--- config.mk ---
export PLATFORM = sky130hd
export DESIGN_NAME = motor_alarm_supervisor
export DESIGN_NICKNAME = d
export VERILOG_FILES = /design/src/motor_alarm_pkg.sv /design/src/motor_alarm_supervisor.sv /design/src/shaft_speed_meter.sv
export SDC_FILE = /design/constraint.sdc
export NUM_CORES = 1
export LEC_CHECK = 0
export BUFFER_PORTS_ARGS = -buffer_cell sky130_fd_sc_hd__buf_2
export CORE_ASPECT_RATIO = 0.5
export CORE_UTILIZATION = 50
export DETAILED_ROUTE_END_ITERATION = 7
export PLACE_DENSITY = 0.69
export SYNTH_ARGS = -nofsm -noshare
export SYNTH_HDL_FRONTEND = slang
export SYNTH_SLANG_ARGS = --single-unit
export TNS_END_PERCENT = 5
--- constraint.sdc ---
create_clock -name i_ref_clk -period 6.21 [get_ports i_ref_clk]
set_input_delay 0.3105 -clock i_ref_clk [delete_from_list [all_inputs] [get_ports i_ref_clk]]
set_output_delay 0.3105 -clock i_ref_clk [all_outputs]
set_load 0.01 [all_outputs]
--- src/motor_alarm_pkg.sv ---
// Constants, field layouts and types shared by the motor alarm supervisor
package motor_alarm_pkg;

  // ------------------------------------------------------------------
  // Timing
  // ------------------------------------------------------------------
  localparam int CLK_HZ = 20_000_000;
  localparam int PULSES_PER_REV = 12;
  localparam int OVERSPEED_RPM = 2300;
  localparam int ASSIST_RPM = 2100;
  localparam int LOCK_WARN_MS = 1000;
  // Tach period below these counts means the speed is above the limit
  localparam int OVER_CYC = (CLK_HZ * 60) / (PULSES_PER_REV * OVERSPEED_RPM);
  localparam int ASSIST_CYC = (CLK_HZ * 60) / (PULSES_PER_REV * ASSIST_RPM);
  localparam int MS_CYC = CLK_HZ / 1000;
  localparam logic [1:0] WAKE_CYC = 2'h3;

  // ------------------------------------------------------------------
  // Register map (byte addresses)
  // ------------------------------------------------------------------
  localparam logic [6:0] ADDR_CTRL = 7'h00;
  localparam logic [6:0] ADDR_LOCK = 7'h04;
  localparam logic [6:0] ADDR_CMD = 7'h08;
  localparam logic [6:0] ADDR_STAT = 7'h0C;
  localparam logic [6:0] ADDR_HIST = 7'h20;
  localparam int HIST_DEPTH = 9;

  // CTRL fields and reset value
  localparam int CTRL_POR_EN = 0;
  localparam int CTRL_EXT_ASG = 1;
  localparam int CTRL_CAU_ASG = 2;
  localparam int CTRL_TH_ASG = 3;
  localparam int CTRL_PANEL_REL = 4;
  localparam logic [7:0] CTRL_RST = 8'h01;
  localparam logic [15:0] LOCK_MS_RST = 16'h07D0;

  // CMD fields (write one to act)
  localparam int CMD_PANEL_RST = 0;
  localparam int CMD_HIST_CLR = 1;

  // STATUS fields
  localparam int ST_WARN = 8;
  localparam int ST_WSEEN = 9;
  localparam int ST_TRIP = 10;
  localparam int ST_CODE = 16;

  // ------------------------------------------------------------------
  // Alarm flags and display codes
  // ------------------------------------------------------------------
  localparam int AL_HEAT = 0;
  localparam int AL_LOCK = 1;
  localparam int AL_OVSP = 2;
  localparam int AL_NV = 3;
  localparam int AL_POR = 4;
  localparam int AL_EXT = 5;
  localparam int AL_NUM = 6;
  localparam logic [7:0] CODE_NONE = 8'h00;
  localparam logic [7:0] CODE_HEAT = 8'h26;
  localparam logic [7:0] CODE_LOCK = 8'h30;
  localparam logic [7:0] CODE_OVSP = 8'h31;
  localparam logic [7:0] CODE_NV = 8'h41;
  localparam logic [7:0] CODE_POR = 8'h45;
  localparam logic [7:0] CODE_EXT = 8'h6E;

  // Synchronised input vector positions
  localparam int IN_FORWARD = 0;
  localparam int IN_BWD = 1;
  localparam int IN_CLR = 2;
  localparam int IN_EXT = 3;
  localparam int IN_HEAT = 4;
  localparam int IN_TACH = 5;
  localparam int IN_FREE = 6;
  localparam int IN_NV = 7;

  typedef enum logic {PH_WAKE, PH_RUN} phase_t;

endpackage : motor_alarm_pkg

--- src/motor_alarm_supervisor.sv ---
// Alarm and warning supervisor with Avalon-MM register slave
//
// Added by the designer: the Avalon-MM register port and the register addresses.
`timescale 1ns/1ps
module motor_alarm_supervisor #(
  parameter int OVER_CYC = motor_alarm_pkg::OVER_CYC,
  parameter int ASSIST_CYC = motor_alarm_pkg::ASSIST_CYC,
  parameter int MS_CYC = motor_alarm_pkg::MS_CYC
) (
  // Clock and reset
  input wire logic i_ref_clk,
  input wire logic i_rst,
  // Avalon-MM slave
  input wire logic [6:0] i_avs_address,
  input wire logic i_avs_read,
  input wire logic i_avs_write,
  input wire logic [31:0] i_avs_writedata,
  input wire logic [3:0] i_avs_byteenable,
  output logic [31:0] o_avs_readdata,
  output logic o_avs_waitrequest,
  // Control inputs from the outside controller
  input wire logic i_forward_run_input,
  input wire logic i_backward_run_input,
  input wire logic i_fault_clear_input,
  input wire logic i_outside_fault_input,
  input wire logic i_free_input,
  // Motor and storage sensing
  input wire logic i_thermal_open,
  input wire logic i_tach_pulse,
  input wire logic i_nv_error,
  // Motor drive and brake
  output logic o_drive_en,
  output logic o_drive_dir,
  output logic o_brake_release,
  output logic o_brake_assist,
  // Alarm and signal outputs
  output logic o_fault_ok,
  output logic o_alarm_lamp,
  output logic [7:0] o_alarm_code,
  output logic o_caution_output,
  output logic o_thermal_trip_output
);

  // ------------------------------------------------------------------
  // State
  // ------------------------------------------------------------------
  typedef struct packed {
    logic [7:0] s1;
    logic [7:0] s2;
    logic [7:0] prev;
    motor_alarm_pkg::phase_t phase;
    logic [1:0] wake_cnt;
    logic [5:0] alarm;
    logic [7:0] ctrl;
    logic [15:0] lock_ms;
    logic warn;
    logic warn_seen;
    logic wait_req;
    logic [31:0] rdata;
    logic drive;
    logic dir;
    logic brake_rel;
    logic assist;
    logic fault_ok;
    logic lamp;
    logic [7:0] code;
    logic caution;
    logic thermal;
  } sup_t;

  sup_t st_r;
  sup_t st_nxt;

  // Alarm history, kept apart from the state so power-up leaves it alone
  logic [7:0] hist_mem [motor_alarm_pkg::HIST_DEPTH];

  logic [7:0] pin_vec;
  logic meter_over;
  logic meter_assist;
  logic [15:0] stall_ms;
  logic run_any;
  logic run_one;
  logic req;
  logic acc;
  logic [5:0] set_v;
  logic [5:0] clr_v;
  logic [5:0] new_v;
  logic push_en;
  logic hist_clr;
  logic [7:0] push_code;
  logic clr_edge;
  logic [3:0] hist_idx;

  // ------------------------------------------------------------------
  // Helpers
  // ------------------------------------------------------------------
  // Highest-priority flagged alarm gives the shown code
  function automatic logic [7:0] code_of(input logic [5:0] m);
    logic [7:0] c;
    c = motor_alarm_pkg::CODE_NONE;
    if (m[motor_alarm_pkg::AL_POR]) begin
      c = motor_alarm_pkg::CODE_POR;
    end
    if (m[motor_alarm_pkg::AL_EXT]) begin
      c = motor_alarm_pkg::CODE_EXT;
    end
    if (m[motor_alarm_pkg::AL_LOCK]) begin
      c = motor_alarm_pkg::CODE_LOCK;
    end
    if (m[motor_alarm_pkg::AL_OVSP]) begin
      c = motor_alarm_pkg::CODE_OVSP;
    end
    if (m[motor_alarm_pkg::AL_HEAT]) begin
      c = motor_alarm_pkg::CODE_HEAT;
    end
    if (m[motor_alarm_pkg::AL_NV]) begin
      c = motor_alarm_pkg::CODE_NV;
    end
    return c;
  endfunction : code_of

  // ------------------------------------------------------------------
  // Pins and speed meter
  // ------------------------------------------------------------------
  // All pins are asynchronous to the clock; they enter via s1 then s2
  assign pin_vec = {i_nv_error, i_free_input, i_tach_pulse, i_thermal_open,
                    i_outside_fault_input, i_fault_clear_input,
                    i_backward_run_input, i_forward_run_input};

  shaft_speed_meter #(
    .OVER_CYC(OVER_CYC),
    .ASSIST_CYC(ASSIST_CYC),
    .MS_CYC(MS_CYC)
  ) u_meter (
    .i_ref_clk(i_ref_clk),
    .i_rst(i_rst),
    .i_tach(st_r.s2[motor_alarm_pkg::IN_TACH]),
    .i_running(st_r.drive),
    .o_over(meter_over),
    .o_assist(meter_assist),
    .o_stall_ms(stall_ms)
  );

  // Run decode from synchronised levels
  assign run_any = st_r.s2[motor_alarm_pkg::IN_FORWARD] | st_r.s2[motor_alarm_pkg::IN_BWD];
  assign run_one = st_r.s2[motor_alarm_pkg::IN_FORWARD] ^ st_r.s2[motor_alarm_pkg::IN_BWD];

  // ------------------------------------------------------------------
  // Bus decode
  // ------------------------------------------------------------------
  // Access completes on the second edge: one wait cycle, then accept
  assign req = i_avs_read | i_avs_write;
  assign acc = req & ~st_r.wait_req;
  assign hist_idx = 4'(i_avs_address[6:2] - motor_alarm_pkg::ADDR_HIST[6:2]);

  // ------------------------------------------------------------------
  // Alarm sources and clears
  // ------------------------------------------------------------------
  always_comb begin
    set_v = '0;
    clr_v = '0;
    // Sources only act once the input pipes are valid
    if (st_r.phase == motor_alarm_pkg::PH_RUN) begin
      set_v[motor_alarm_pkg::AL_HEAT] =
        st_r.s2[motor_alarm_pkg::IN_HEAT];
      set_v[motor_alarm_pkg::AL_LOCK] = st_r.drive &
        (stall_ms > st_r.lock_ms);
      set_v[motor_alarm_pkg::AL_OVSP] = meter_over;
      set_v[motor_alarm_pkg::AL_NV] = st_r.s2[motor_alarm_pkg::IN_NV];
      set_v[motor_alarm_pkg::AL_EXT] = st_r.ctrl[motor_alarm_pkg::CTRL_EXT_ASG] &
        ~st_r.s2[motor_alarm_pkg::IN_EXT];
    end
    // Power-up run check happens once, at the end of the wake phase
    if (st_r.phase == motor_alarm_pkg::PH_WAKE && st_r.wake_cnt == motor_alarm_pkg::WAKE_CYC) begin
      set_v[motor_alarm_pkg::AL_POR] = st_r.ctrl[motor_alarm_pkg::CTRL_POR_EN] &
        run_any;
    end
    // Run alarm from power-up leaves as soon as both runs are off
    if (!run_any) begin
      clr_v[motor_alarm_pkg::AL_POR] = 1'b1;
    end
    // Edge of fault clear, locked out while a run input is on
    clr_edge = st_r.s2[motor_alarm_pkg::IN_CLR] & ~st_r.prev[motor_alarm_pkg::IN_CLR] &
      ~run_any;
    if (clr_edge) begin
      clr_v = clr_v | ~(6'h1 << motor_alarm_pkg::AL_NV);
    end
    // Panel reset clears everything, storage error included
    if (acc && i_avs_write && i_avs_address == motor_alarm_pkg::ADDR_CMD &&
        i_avs_byteenable[0] && i_avs_writedata[motor_alarm_pkg::CMD_PANEL_RST]) begin
      clr_v = '1;
    end
    new_v = set_v & ~st_r.alarm;
  end

  // ------------------------------------------------------------------
  // History control
  // ------------------------------------------------------------------
  // Only one entry per cycle; simultaneous alarms log the top one
  assign push_en = |new_v;
  assign push_code = code_of(new_v);
  assign hist_clr = acc & i_avs_write & (i_avs_address == motor_alarm_pkg::ADDR_CMD) &
    i_avs_byteenable[0] & i_avs_writedata[motor_alarm_pkg::CMD_HIST_CLR];

  // ------------------------------------------------------------------
  // Next state
  // ------------------------------------------------------------------
  always_comb begin
    logic trip;
    logic [31:0] rd;
    trip = 1'b0;
    rd = 32'h0;
    st_nxt = st_r;

    // Two-stage pin synchroniser and edge history
    st_nxt.s1 = pin_vec;
    st_nxt.s2 = st_r.s1;
    st_nxt.prev = st_r.s2;

    // Wake phase waits for the synchroniser to fill
    unique case (st_r.phase)
      motor_alarm_pkg::PH_WAKE: begin
        if (st_r.wake_cnt == motor_alarm_pkg::WAKE_CYC) begin
          st_nxt.phase = motor_alarm_pkg::PH_RUN;
        end else begin
          st_nxt.wake_cnt = st_r.wake_cnt + 2'h1;
        end
      end
      motor_alarm_pkg::PH_RUN: begin
        st_nxt.wake_cnt = st_r.wake_cnt;
      end
    endcase

    // Latch; a source still present wins over its clear
    st_nxt.alarm = (st_r.alarm & ~clr_v) | set_v;
    trip = |st_nxt.alarm;

    // Warnings: lock warning while driven; sticky copy lost at power-down
    st_nxt.warn = st_r.drive &
      (stall_ms >= 16'(motor_alarm_pkg::LOCK_WARN_MS));
    st_nxt.warn_seen = st_r.warn_seen | st_r.warn;

    // Drive stops on a trip, on both runs, or with the brake freed.
    // Held off in the wake phase so a run input never starts the motor early.
    st_nxt.drive = (st_r.phase == motor_alarm_pkg::PH_RUN) & run_one & ~trip &
      ~st_r.s2[motor_alarm_pkg::IN_FREE];
    st_nxt.dir = st_r.s2[motor_alarm_pkg::IN_BWD];
    // Brake holds on a trip; no release request passes then
    st_nxt.brake_rel = ~trip & (st_r.s2[motor_alarm_pkg::IN_FREE] |
      (st_r.ctrl[motor_alarm_pkg::CTRL_PANEL_REL] & ~run_any));
    // Braking current whenever fast, also when the load pushes the shaft
    st_nxt.assist = meter_assist;

    // Alarm indication, same edge as the drive cut
    st_nxt.fault_ok = ~trip;
    st_nxt.lamp = trip;
    st_nxt.code = code_of(st_nxt.alarm);

    // Assignable outputs reach their pins only when assigned
    st_nxt.caution = st_r.ctrl[motor_alarm_pkg::CTRL_CAU_ASG] & st_r.warn;
    st_nxt.thermal = st_r.ctrl[motor_alarm_pkg::CTRL_TH_ASG] &
      st_r.s2[motor_alarm_pkg::IN_HEAT];

    // Wait state: high at idle, low for exactly the accepting cycle
    st_nxt.wait_req = ~(req & st_r.wait_req);

    // Register writes, byte lanes honoured
    if (acc && i_avs_write) begin
      if (i_avs_address == motor_alarm_pkg::ADDR_CTRL && i_avs_byteenable[0]) begin
        st_nxt.ctrl = i_avs_writedata[7:0];
      end
      if (i_avs_address == motor_alarm_pkg::ADDR_LOCK) begin
        if (i_avs_byteenable[0]) begin
          st_nxt.lock_ms[7:0] = i_avs_writedata[7:0];
        end
        if (i_avs_byteenable[1]) begin
          st_nxt.lock_ms[15:8] = i_avs_writedata[15:8];
        end
      end
    end

    // Read data prepared during the wait cycle, stable at acceptance
    if (req && st_r.wait_req) begin
      if (i_avs_address == motor_alarm_pkg::ADDR_CTRL) begin
        rd[7:0] = st_r.ctrl;
      end else if (i_avs_address == motor_alarm_pkg::ADDR_LOCK) begin
        rd[15:0] = st_r.lock_ms;
      end else if (i_avs_address == motor_alarm_pkg::ADDR_STAT) begin
        rd[5:0] = st_r.alarm;
        rd[motor_alarm_pkg::ST_WARN] = st_r.warn;
        rd[motor_alarm_pkg::ST_WSEEN] = st_r.warn_seen;
        rd[motor_alarm_pkg::ST_TRIP] = st_r.lamp;
        rd[motor_alarm_pkg::ST_CODE +: 8] = st_r.code;
      end else if (i_avs_address >= motor_alarm_pkg::ADDR_HIST &&
                   hist_idx < 4'(motor_alarm_pkg::HIST_DEPTH) &&
                   i_avs_address[1:0] == 2'h0) begin
        rd[7:0] = hist_mem[hist_idx];
      end
      st_nxt.rdata = rd;
    end
  end

  // ------------------------------------------------------------------
  // Registers
  // ------------------------------------------------------------------
  // Whole state except the alarm history in one register
  always_ff @(posedge i_ref_clk or posedge i_rst) begin
    if (i_rst) begin
      st_r <= '{s1: 8'h00, s2: 8'h00, prev: 8'h00,
                phase: motor_alarm_pkg::PH_WAKE, wake_cnt: 2'h0,
                alarm: 6'h00, ctrl: motor_alarm_pkg::CTRL_RST,
                lock_ms: motor_alarm_pkg::LOCK_MS_RST,
                warn: 1'b0, warn_seen: 1'b0, wait_req: 1'b1,
                rdata: 32'h0, drive: 1'b0, dir: 1'b0, brake_rel: 1'b0,
                assist: 1'b0, fault_ok: 1'b1, lamp: 1'b0,
                code: motor_alarm_pkg::CODE_NONE, caution: 1'b0,
                thermal: 1'b0};
    end else begin
      st_r <= st_nxt;
    end
  end

  // History shift register, newest at entry 0; zero marks an empty slot.
  // No reset: contents model storage that outlives control power.
  always_ff @(posedge i_ref_clk) begin
    if (hist_clr) begin
      for (int i = 0; i < motor_alarm_pkg::HIST_DEPTH; i++) begin
        hist_mem[i] <= 8'h00;
      end
      // An alarm rising in the clearing cycle is still logged
      if (push_en) begin
        hist_mem[0] <= push_code;
      end
    end else if (push_en) begin
      for (int i = motor_alarm_pkg::HIST_DEPTH - 1; i > 0; i--) begin
        hist_mem[i] <= hist_mem[i - 1];
      end
      hist_mem[0] <= push_code;
    end
  end

  // ------------------------------------------------------------------
  // Outputs, all straight from the state register
  // ------------------------------------------------------------------
  assign o_avs_readdata = st_r.rdata;
  assign o_avs_waitrequest = st_r.wait_req;
  assign o_drive_en = st_r.drive;
  assign o_drive_dir = st_r.dir;
  assign o_brake_release = st_r.brake_rel;
  assign o_brake_assist = st_r.assist;
  assign o_fault_ok = st_r.fault_ok;
  assign o_alarm_lamp = st_r.lamp;
  assign o_alarm_code = st_r.code;
  assign o_caution_output = st_r.caution;
  assign o_thermal_trip_output = st_r.thermal;

endmodule : motor_alarm_supervisor

--- src/shaft_speed_meter.sv ---
// Tach period meter: overspeed, brake assist and stall time in ms
`timescale 1ns/1ps
module shaft_speed_meter #(
  parameter int OVER_CYC = motor_alarm_pkg::OVER_CYC,
  parameter int ASSIST_CYC = motor_alarm_pkg::ASSIST_CYC,
  parameter int MS_CYC = motor_alarm_pkg::MS_CYC
) (
  // Clock and reset
  input wire logic i_ref_clk,
  input wire logic i_rst,
  // Synchronised tach level and drive state
  input wire logic i_tach,
  input wire logic i_running,
  // Results
  output logic o_over,
  output logic o_assist,
  output logic [15:0] o_stall_ms
);

  typedef struct packed {
    logic prev;
    logic seen;
    logic [19:0] per;
    logic [19:0] pre;
    logic [15:0] stall;
    logic over;
    logic assist;
  } meter_t;

  meter_t r_r;
  meter_t r_nxt;
  logic edge_seen;

  assign edge_seen = i_tach & ~r_r.prev;

  // Period measured edge to edge; a missing edge lets speed fall to zero
  always_comb begin
    r_nxt = r_r;
    r_nxt.prev = i_tach;
    if (r_r.per != 20'hFFFFF) begin
      r_nxt.per = r_r.per + 20'h1;
    end
    if (edge_seen) begin
      r_nxt.per = 20'h1;
      r_nxt.seen = 1'b1;
      r_nxt.over = r_r.seen & (r_r.per < 20'(OVER_CYC));
      r_nxt.assist = r_r.seen & (r_r.per < 20'(ASSIST_CYC));
    end else if (r_r.per >= 20'(ASSIST_CYC)) begin
      r_nxt.over = 1'b0;
      r_nxt.assist = 1'b0;
    end
    // Stall time counts only while driven and no edge arrives
    if (!i_running || edge_seen) begin
      r_nxt.pre = 20'h0;
      r_nxt.stall = 16'h0;
    end else if (r_r.pre == 20'(MS_CYC - 1)) begin
      r_nxt.pre = 20'h0;
      if (r_r.stall != 16'hFFFF) begin
        r_nxt.stall = r_r.stall + 16'h1;
      end
    end else begin
      r_nxt.pre = r_r.pre + 20'h1;
    end
  end

  // State register
  always_ff @(posedge i_ref_clk or posedge i_rst) begin
    if (i_rst) begin
      r_r <= '0;
    end else begin
      r_r <= r_nxt;
    end
  end

  assign o_over = r_r.over;
  assign o_assist = r_r.assist;
  assign o_stall_ms = r_r.stall;

endmodule : shaft_speed_meter

==> metrics.csv, run 1 <==
metric,value,unit
largest net degree at the start of global routing,89,
worst r2r src,st_r[58],
Final Cell Area,11300,um^2
final setup fails,0,
core area,19700,um^2
Antenna Nets Post-Route,0,
"top cells by count, synth","142 x dfrtp_1, 80 x nand2_1, 80 x nor2_1",
Die Y,103,um
clk root buf,clkbuf_16,
GRT Util Overall,0.208,
Synth Warn #,0,
vias in the first global route,6686,
Max Cap Violations,0,
initial antenna violation count,0,
Hold Crit Class,in -> reg,
M1 wire length,9750,um
Initial Util,0.517,
global-route wire length before repair,34200,um
crit path time final,3270,ps
I/O pins,104,
#FFs+latches synth,214,
highest routed layer,met4,
nets@finish,1030,
"count leader, synth",dfrtp_1,
met3 wire len,763,um
# H-tree levels,1,
Worst Tran Pin Value,1220,ps
DRT Pass-1 Iters,5,
Hold Crit Start,i_avs_writedata[12],
skew final,6.88,ps
# placed instances,1188,
n_diodes,0,
drt total wl,21000,um
fin crit share,0.527,
Peak Freq,305,MHz
Pleak,0.00484,uW
nature of the critical path startpoint,flip-flop,
clk_lat worst skew,490,ps
average size of a mapped cell,11.2,um^2
crit-path most repeated cell,o21ai_0,
PwrDens,264,nW/um^2
WP data arrival,3510,ps
status,"complete, no violations",
cell area after synthesis,10200,um^2
endpoints failing hold,0,
Total Negative Setup Slacks,0,ps
Iter 0 DRT Violations,373,
GRT Residual Overflow,0,
Synth cell types,69,
via count,6802,
Post-synth EDFFs,63,
clk slew on worst S/H paths,60,ps
DR WL/cell,17.1,um
Post-Layout Cell Count,1232,
top-area cell type share of the netlist area,0.349,
maximum VDD drop,169,uV
share of cells above drive strength 1,0.169,
Async SR Flop Fraction,0.706,
CTS tree,done,
Final Total Pwr,2980,uW
synthesized instance count,907,
Setup crit start,st_r[58],
max_slew headroom,0.163,
"Slowest-stage cell, CP",o311ai_1,
total CTS buffers,20,
post-CTS sizing,0,
crit path kind,reg -> reg,
DRC errors left,0,
crit-path max FO,6,
clock tree buffer depth,3,
DR vias/cell,5.52,
fraction of the yosys area taken by sequential cells,0.558,
Bufs and invs on worst path,1,
pre-CTS setup slack,3050,ps
"Req. time, crit path",6450,ps
Placer Congestion,0.860,
Final WS setup,2940,ps
num rows,36,
RSZ-0062 raised after global routing,no,
Die Span X,204,um
met2 WL post-DR,10100,um
Slew Limit Fails,0,
synth top area cells,"dfrtp_1 35%, edfxtp_1 19%, and2_1 3.7%, mux4_2 3.1%, buf_4 3.0%",
Detailed Place HPWL,14100,um
cells along the critical path,"inv_1, ha_1, a21oi_1, o21ai_0, a2111o_1, o311ai_1, o21ai_0, o31a_1",
clock sink total,214,
crit path capture type,flip-flop,
synth-to-layout area growth,10.8,%
input/output buffers,75,
post-synthesis cell type with the largest combined area,dfrtp_1,
Area after DPL,10500,um^2
top cell family by delay on the critical path,compound AO/OA/AOI/OAI gates,
die area,21000,um^2
Post-synth top flop,dfrtp_1,
Worst path max stage delay,640,ps
placed cells by master (no fill, tap or decap), drive strengths merged, types with 17 or more instances in the layout:
master	Yosys	routed
a21oi	28	28
and2	61	61
buf	53	80
clkbuf	21	24
dfrtp	142	142
edfxtp	63	63
ha	22	22
inv	32	32
nand2	81	81
nand3	25	25
nand4	17	17
nor2	83	83
nor3	27	27
o21ai	32	32
xor2	34	34
metal layers:
| layer | global-route usage | vias to the layer above |
|---|---|---|
| met5 | 0 | - |
| met1 | 0.281 | 3392 |
| li1 | - | 3250 |
| met4 | 0.0526 | 0 |
| met2 | 0.355 | 123 |
| met3 | 0.0341 | 37 |
cell families (layout without fill, tap and decap cells):
kind of cell / after synthesis / after routing / synth area share
AOI/OAI and AO/OA: 126 / 126 / 0.0830
adders and majority gates: 22 / 22 / 0.0270
DFF: 214 / 214 / 0.558
buffers and inverters: 106 / 156 / 0.0547
xor gates and xnor gates: 48 / 48 / 0.0413
muxes: 36 / 36 / 0.0540
other: 1 / 10 / 0.000368
and+or+nand+nor: 354 / 354 / 0.181
layout make-up:
type,instances,area [um^2]
fill,1633,8410
sequential,214,5680
multi-input combinational,596,3990
clock buffer,24,547
timing repair buffer,89,503
tap,266,333
inverter,32,125
clock inverter,11,98.8
path summary, 6_finish.rpt:
kind / endpoint / slack, ps / depth (start not counted)
setup / recovery: hist_mem[0][5] / 2940 / 8
hold / removal: st_r[63] / 20 / 3
setup reg to reg: hist_mem[0][5] / 2940 / 8
hold reg to reg: st_nxt[87] / 350 / 0
max in group asynchronous: o_alarm_code[5] / 4220 / 4
min in group asynchronous: u_meter.r_r[19] / 440 / 3
tightest hold or removal path, cell delays in order:
cell     delay, ps
buf_2           70
nand2_1         30
o21ai_0         50
state kept, by name (all words and copies together), names as in the netlist, 7 cells and up:
signal and flops:
st_r 37, u_meter.o_stall_ms 16, hist_mem 63, u_meter.r_r 42
o_avs_readdata 23, st_nxt 16, o_alarm_code 7
through the flow:
step           utilization  hold WS, ps
6_report             0.573         19.6
3_5_place_dp         0.535          336
2_1_floorplan            -          331
5_1_grt              0.573         24.7
3_3_place_gp         0.535          333
4_1_cts              0.573         8.61
power breakdown:
group          switching (uW)  internal, uW  leakage (uW)  total (uW)
sequential               38.9          1500       0.00251        1540
clock                     510           708      0.000320        1220
combinational             133          81.4       0.00201         215
repair_timing:
action | 4_1_cts | 5_1_grt
setup buffers | 0 | 0
hold buffers | 9 | 0
endpoints found under the hold margin | 70 | 0
Note: power is estimated with default switching activity, not from simulation.
==> run 2, diff against run 1 <==
==> constraint.sdc (replaced) <==
create_clock -name i_ref_clk -period 3.3 [get_ports i_ref_clk]
set_input_delay 0.165 -clock i_ref_clk [delete_from_list [all_inputs] [get_ports i_ref_clk]]
set_output_delay 0.165 -clock i_ref_clk [all_outputs]
set_load 0.01 [all_outputs]
==> metrics.csv, run 2 (synthesis results as in run 1) <==
metric,value,unit,change
status,"complete, no violations",,unchanged
maximum VDD drop,278,uV,was 169 uV
GRT Residual Overflow,0,,unchanged
DR WL/cell,16.9,um,was 17.1 um
worst r2r src,st_r[58],,unchanged
Slew Limit Fails,0,,unchanged
final setup fails,0,,unchanged
Total Negative Setup Slacks,0,ps,unchanged
clk slew on worst S/H paths,70,ps,was 60 ps
WP data arrival,3260,ps,was 3510 ps
most frequent cells in the layout,"142 x dfrtp_1, 80 x nor2_1, 80 x nand2_1, 75 x buf_2, 63 x edfxtp_1",,unchanged
clock tree buffer depth,3,,unchanged
clock sink total,214,,unchanged
nets@finish,1055,,"was 1,030"
Post-CTS Setup Inserts,0,,unchanged
drt total wl,21300,um,"was 21,000 um"
"most common cell after layout, fill and taps aside",dfrtp_1,,unchanged
Peak Freq,346,MHz,was 305 MHz
Initial Util,0.517,,unchanged
vias in the first global route,6855,,"was 6,686"
Die Y,103,um,unchanged
num rows,36,,unchanged
Detailed Place HPWL,14500,um,"was 14,100 um"
Reg2Reg Depth,8,,unchanged
Final Util,0.589,,was 0.573
synth-to-layout area growth,13.8,%,was 10.8%
Hold Crit Start,i_avs_address[0],,was i_avs_writedata[12]
initial antenna violation count,0,,unchanged
clk root buf,clkbuf_16,,unchanged
crit path kind,reg -> reg,,unchanged
crit path time final,2890,ps,was 3270 ps
crit-path max FO,4,,was 6
largest net degree at the start of global routing,117,,was 89
Worst Tran Pin Value,719,ps,was 1220 ps
fill count,1586,,"was 1,633"
I/O pins,104,,unchanged
endpoints failing hold,0,,unchanged
hold depth,4,,was 3
input/output buffers,75,,unchanged
nature of the critical path startpoint,flip-flop,,unchanged
Worst R2R End,o_alarm_code[1],,was hist_mem[0][5]
n_diodes,0,,unchanged
Placer Congestion,0.860,,about the same
fin crit share,0.877,,was 0.527
Antenna Nets Post-Route,0,,unchanged
total CTS buffers,20,,unchanged
global-route wire length before repair,35400,um,"was 34,200 um"
core area,19700,um^2,unchanged
multi-input logic area,3990,um^2,unchanged
via count,6911,,"was 6,802"
die area,21000,um^2,unchanged
DRC errors left,0,,unchanged
largest registers,"hist_mem: 63 flops, u_meter.r_r: 42 flops, st_r: 37 flops",,unchanged
max_slew headroom,0.517,,was 0.163
crit path capture type,flip-flop,,unchanged
CTS tree,done,,unchanged
reg2reg setup slack,410,ps,was 2940 ps
clk_lat worst skew,500,ps,was 490 ps
skew final,13.9,ps,was 6.88 ps
Hold Crit Class,in -> reg,,unchanged
Die Span X,204,um,unchanged
PwrDens,500,nW/um^2,was 264 nW/um^2
"Req. time, crit path",3660,ps,was 6450 ps
RSZ-0062 raised after global routing,no,,unchanged
register area,5680,um^2,unchanged
Worst Hold End,o_avs_readdata[4],,was st_r[63]
Iter 0 DRT Violations,517,,was 373
Biggest register,hist_mem,,unchanged
Final Total Pwr,5790,uW,was 2980 uW
DR vias/cell,5.49,,was 5.52
max reg flops,63,,unchanged
GRT Util Overall,0.214,,was 0.208
DRT Pass-1 Iters,5,,unchanged
Max Cap Violations,0,,unchanged
share of cells above drive strength 1,0.177,,was 0.169
Pleak,0.00498,uW,was 0.00484 uW
# H-tree levels,1,,unchanged
run 2: cell types whose count changed in the layout (fill, tap and decap cells not counted), sizes merged:
cell         before  now
inv              32   31
dlygate4sd3       9   25
clkbuf           24   29
clkinvlp          0    2
clkinv            9    4
buf              80   89
run 2: cell type report:
class / instances / area share
multi-input cells: 596 / 0.344
repair buffers: 114 / 0.0652
well taps: 266 / 0.0287
flip-flops and latches: 214 / 0.490
inverters: 32 / 0.0107
clock inverters: 7 / 0.00756
clock buffers: 29 / 0.0534
run 2: per-layer routing:
layer	share of wire	vias up	global-route usage	wire [um]
li1	-	3303	-	-
met1	0.46	3445	0.294	9820
met2	0.48	126	0.360	10200
met3	0.038	37	0.0357	817
met4	0.022	0	0.0526	477
met5	0	-	0	0
run 2: report_power, final:
group          switching (uW)  internal [uW]
clock network             993           1460
logic                     252            172
registers                77.1           2830
run 2: critical path, stage by stage, from the launching register on:
cell and delay (ps):
dfstp_2 530, inv_1 50, ha_1 320, a21oi_1 130
o21ai_0 140, a2111o_1 430, o31ai_1 480, nand2_1 220
o41ai_1 450
run 2: how the worst max path moves through the flow:
stage	startpoint	end	slack, ps	cells past startpoint
after floorplan	st_r[58]	hist_mem[0][0]	-760	7
after global placement	st_r[58]	hist_mem[0][5]	510	9
after detailed placement	st_r[58]	hist_mem[0][5]	420	9
after CTS	st_r[58]	hist_mem[0][5]	390	9
after global routing	st_r[58]	o_alarm_code[1]	60	8
final	st_r[58]	o_alarm_code[1]	410	8
run 2: timing repair:
item,CTS,global route
hold endpoints to repair,174,0
hold buffers,25,0
resized for setup,0,0
run 2: per-stage QoR:
stage                     std cells  instance area, um^2  hold WS (ps)  worst slack, ps
after floorplan                 916                10200           196             -759
after global placement         1197                10600          59.5              513
after detailed placement       1197                10600          58.4              418
after CTS                      1258                11600          29.0              390
after global routing           1258                11600          71.4             64.0
final                          1258                11600          50.1              406
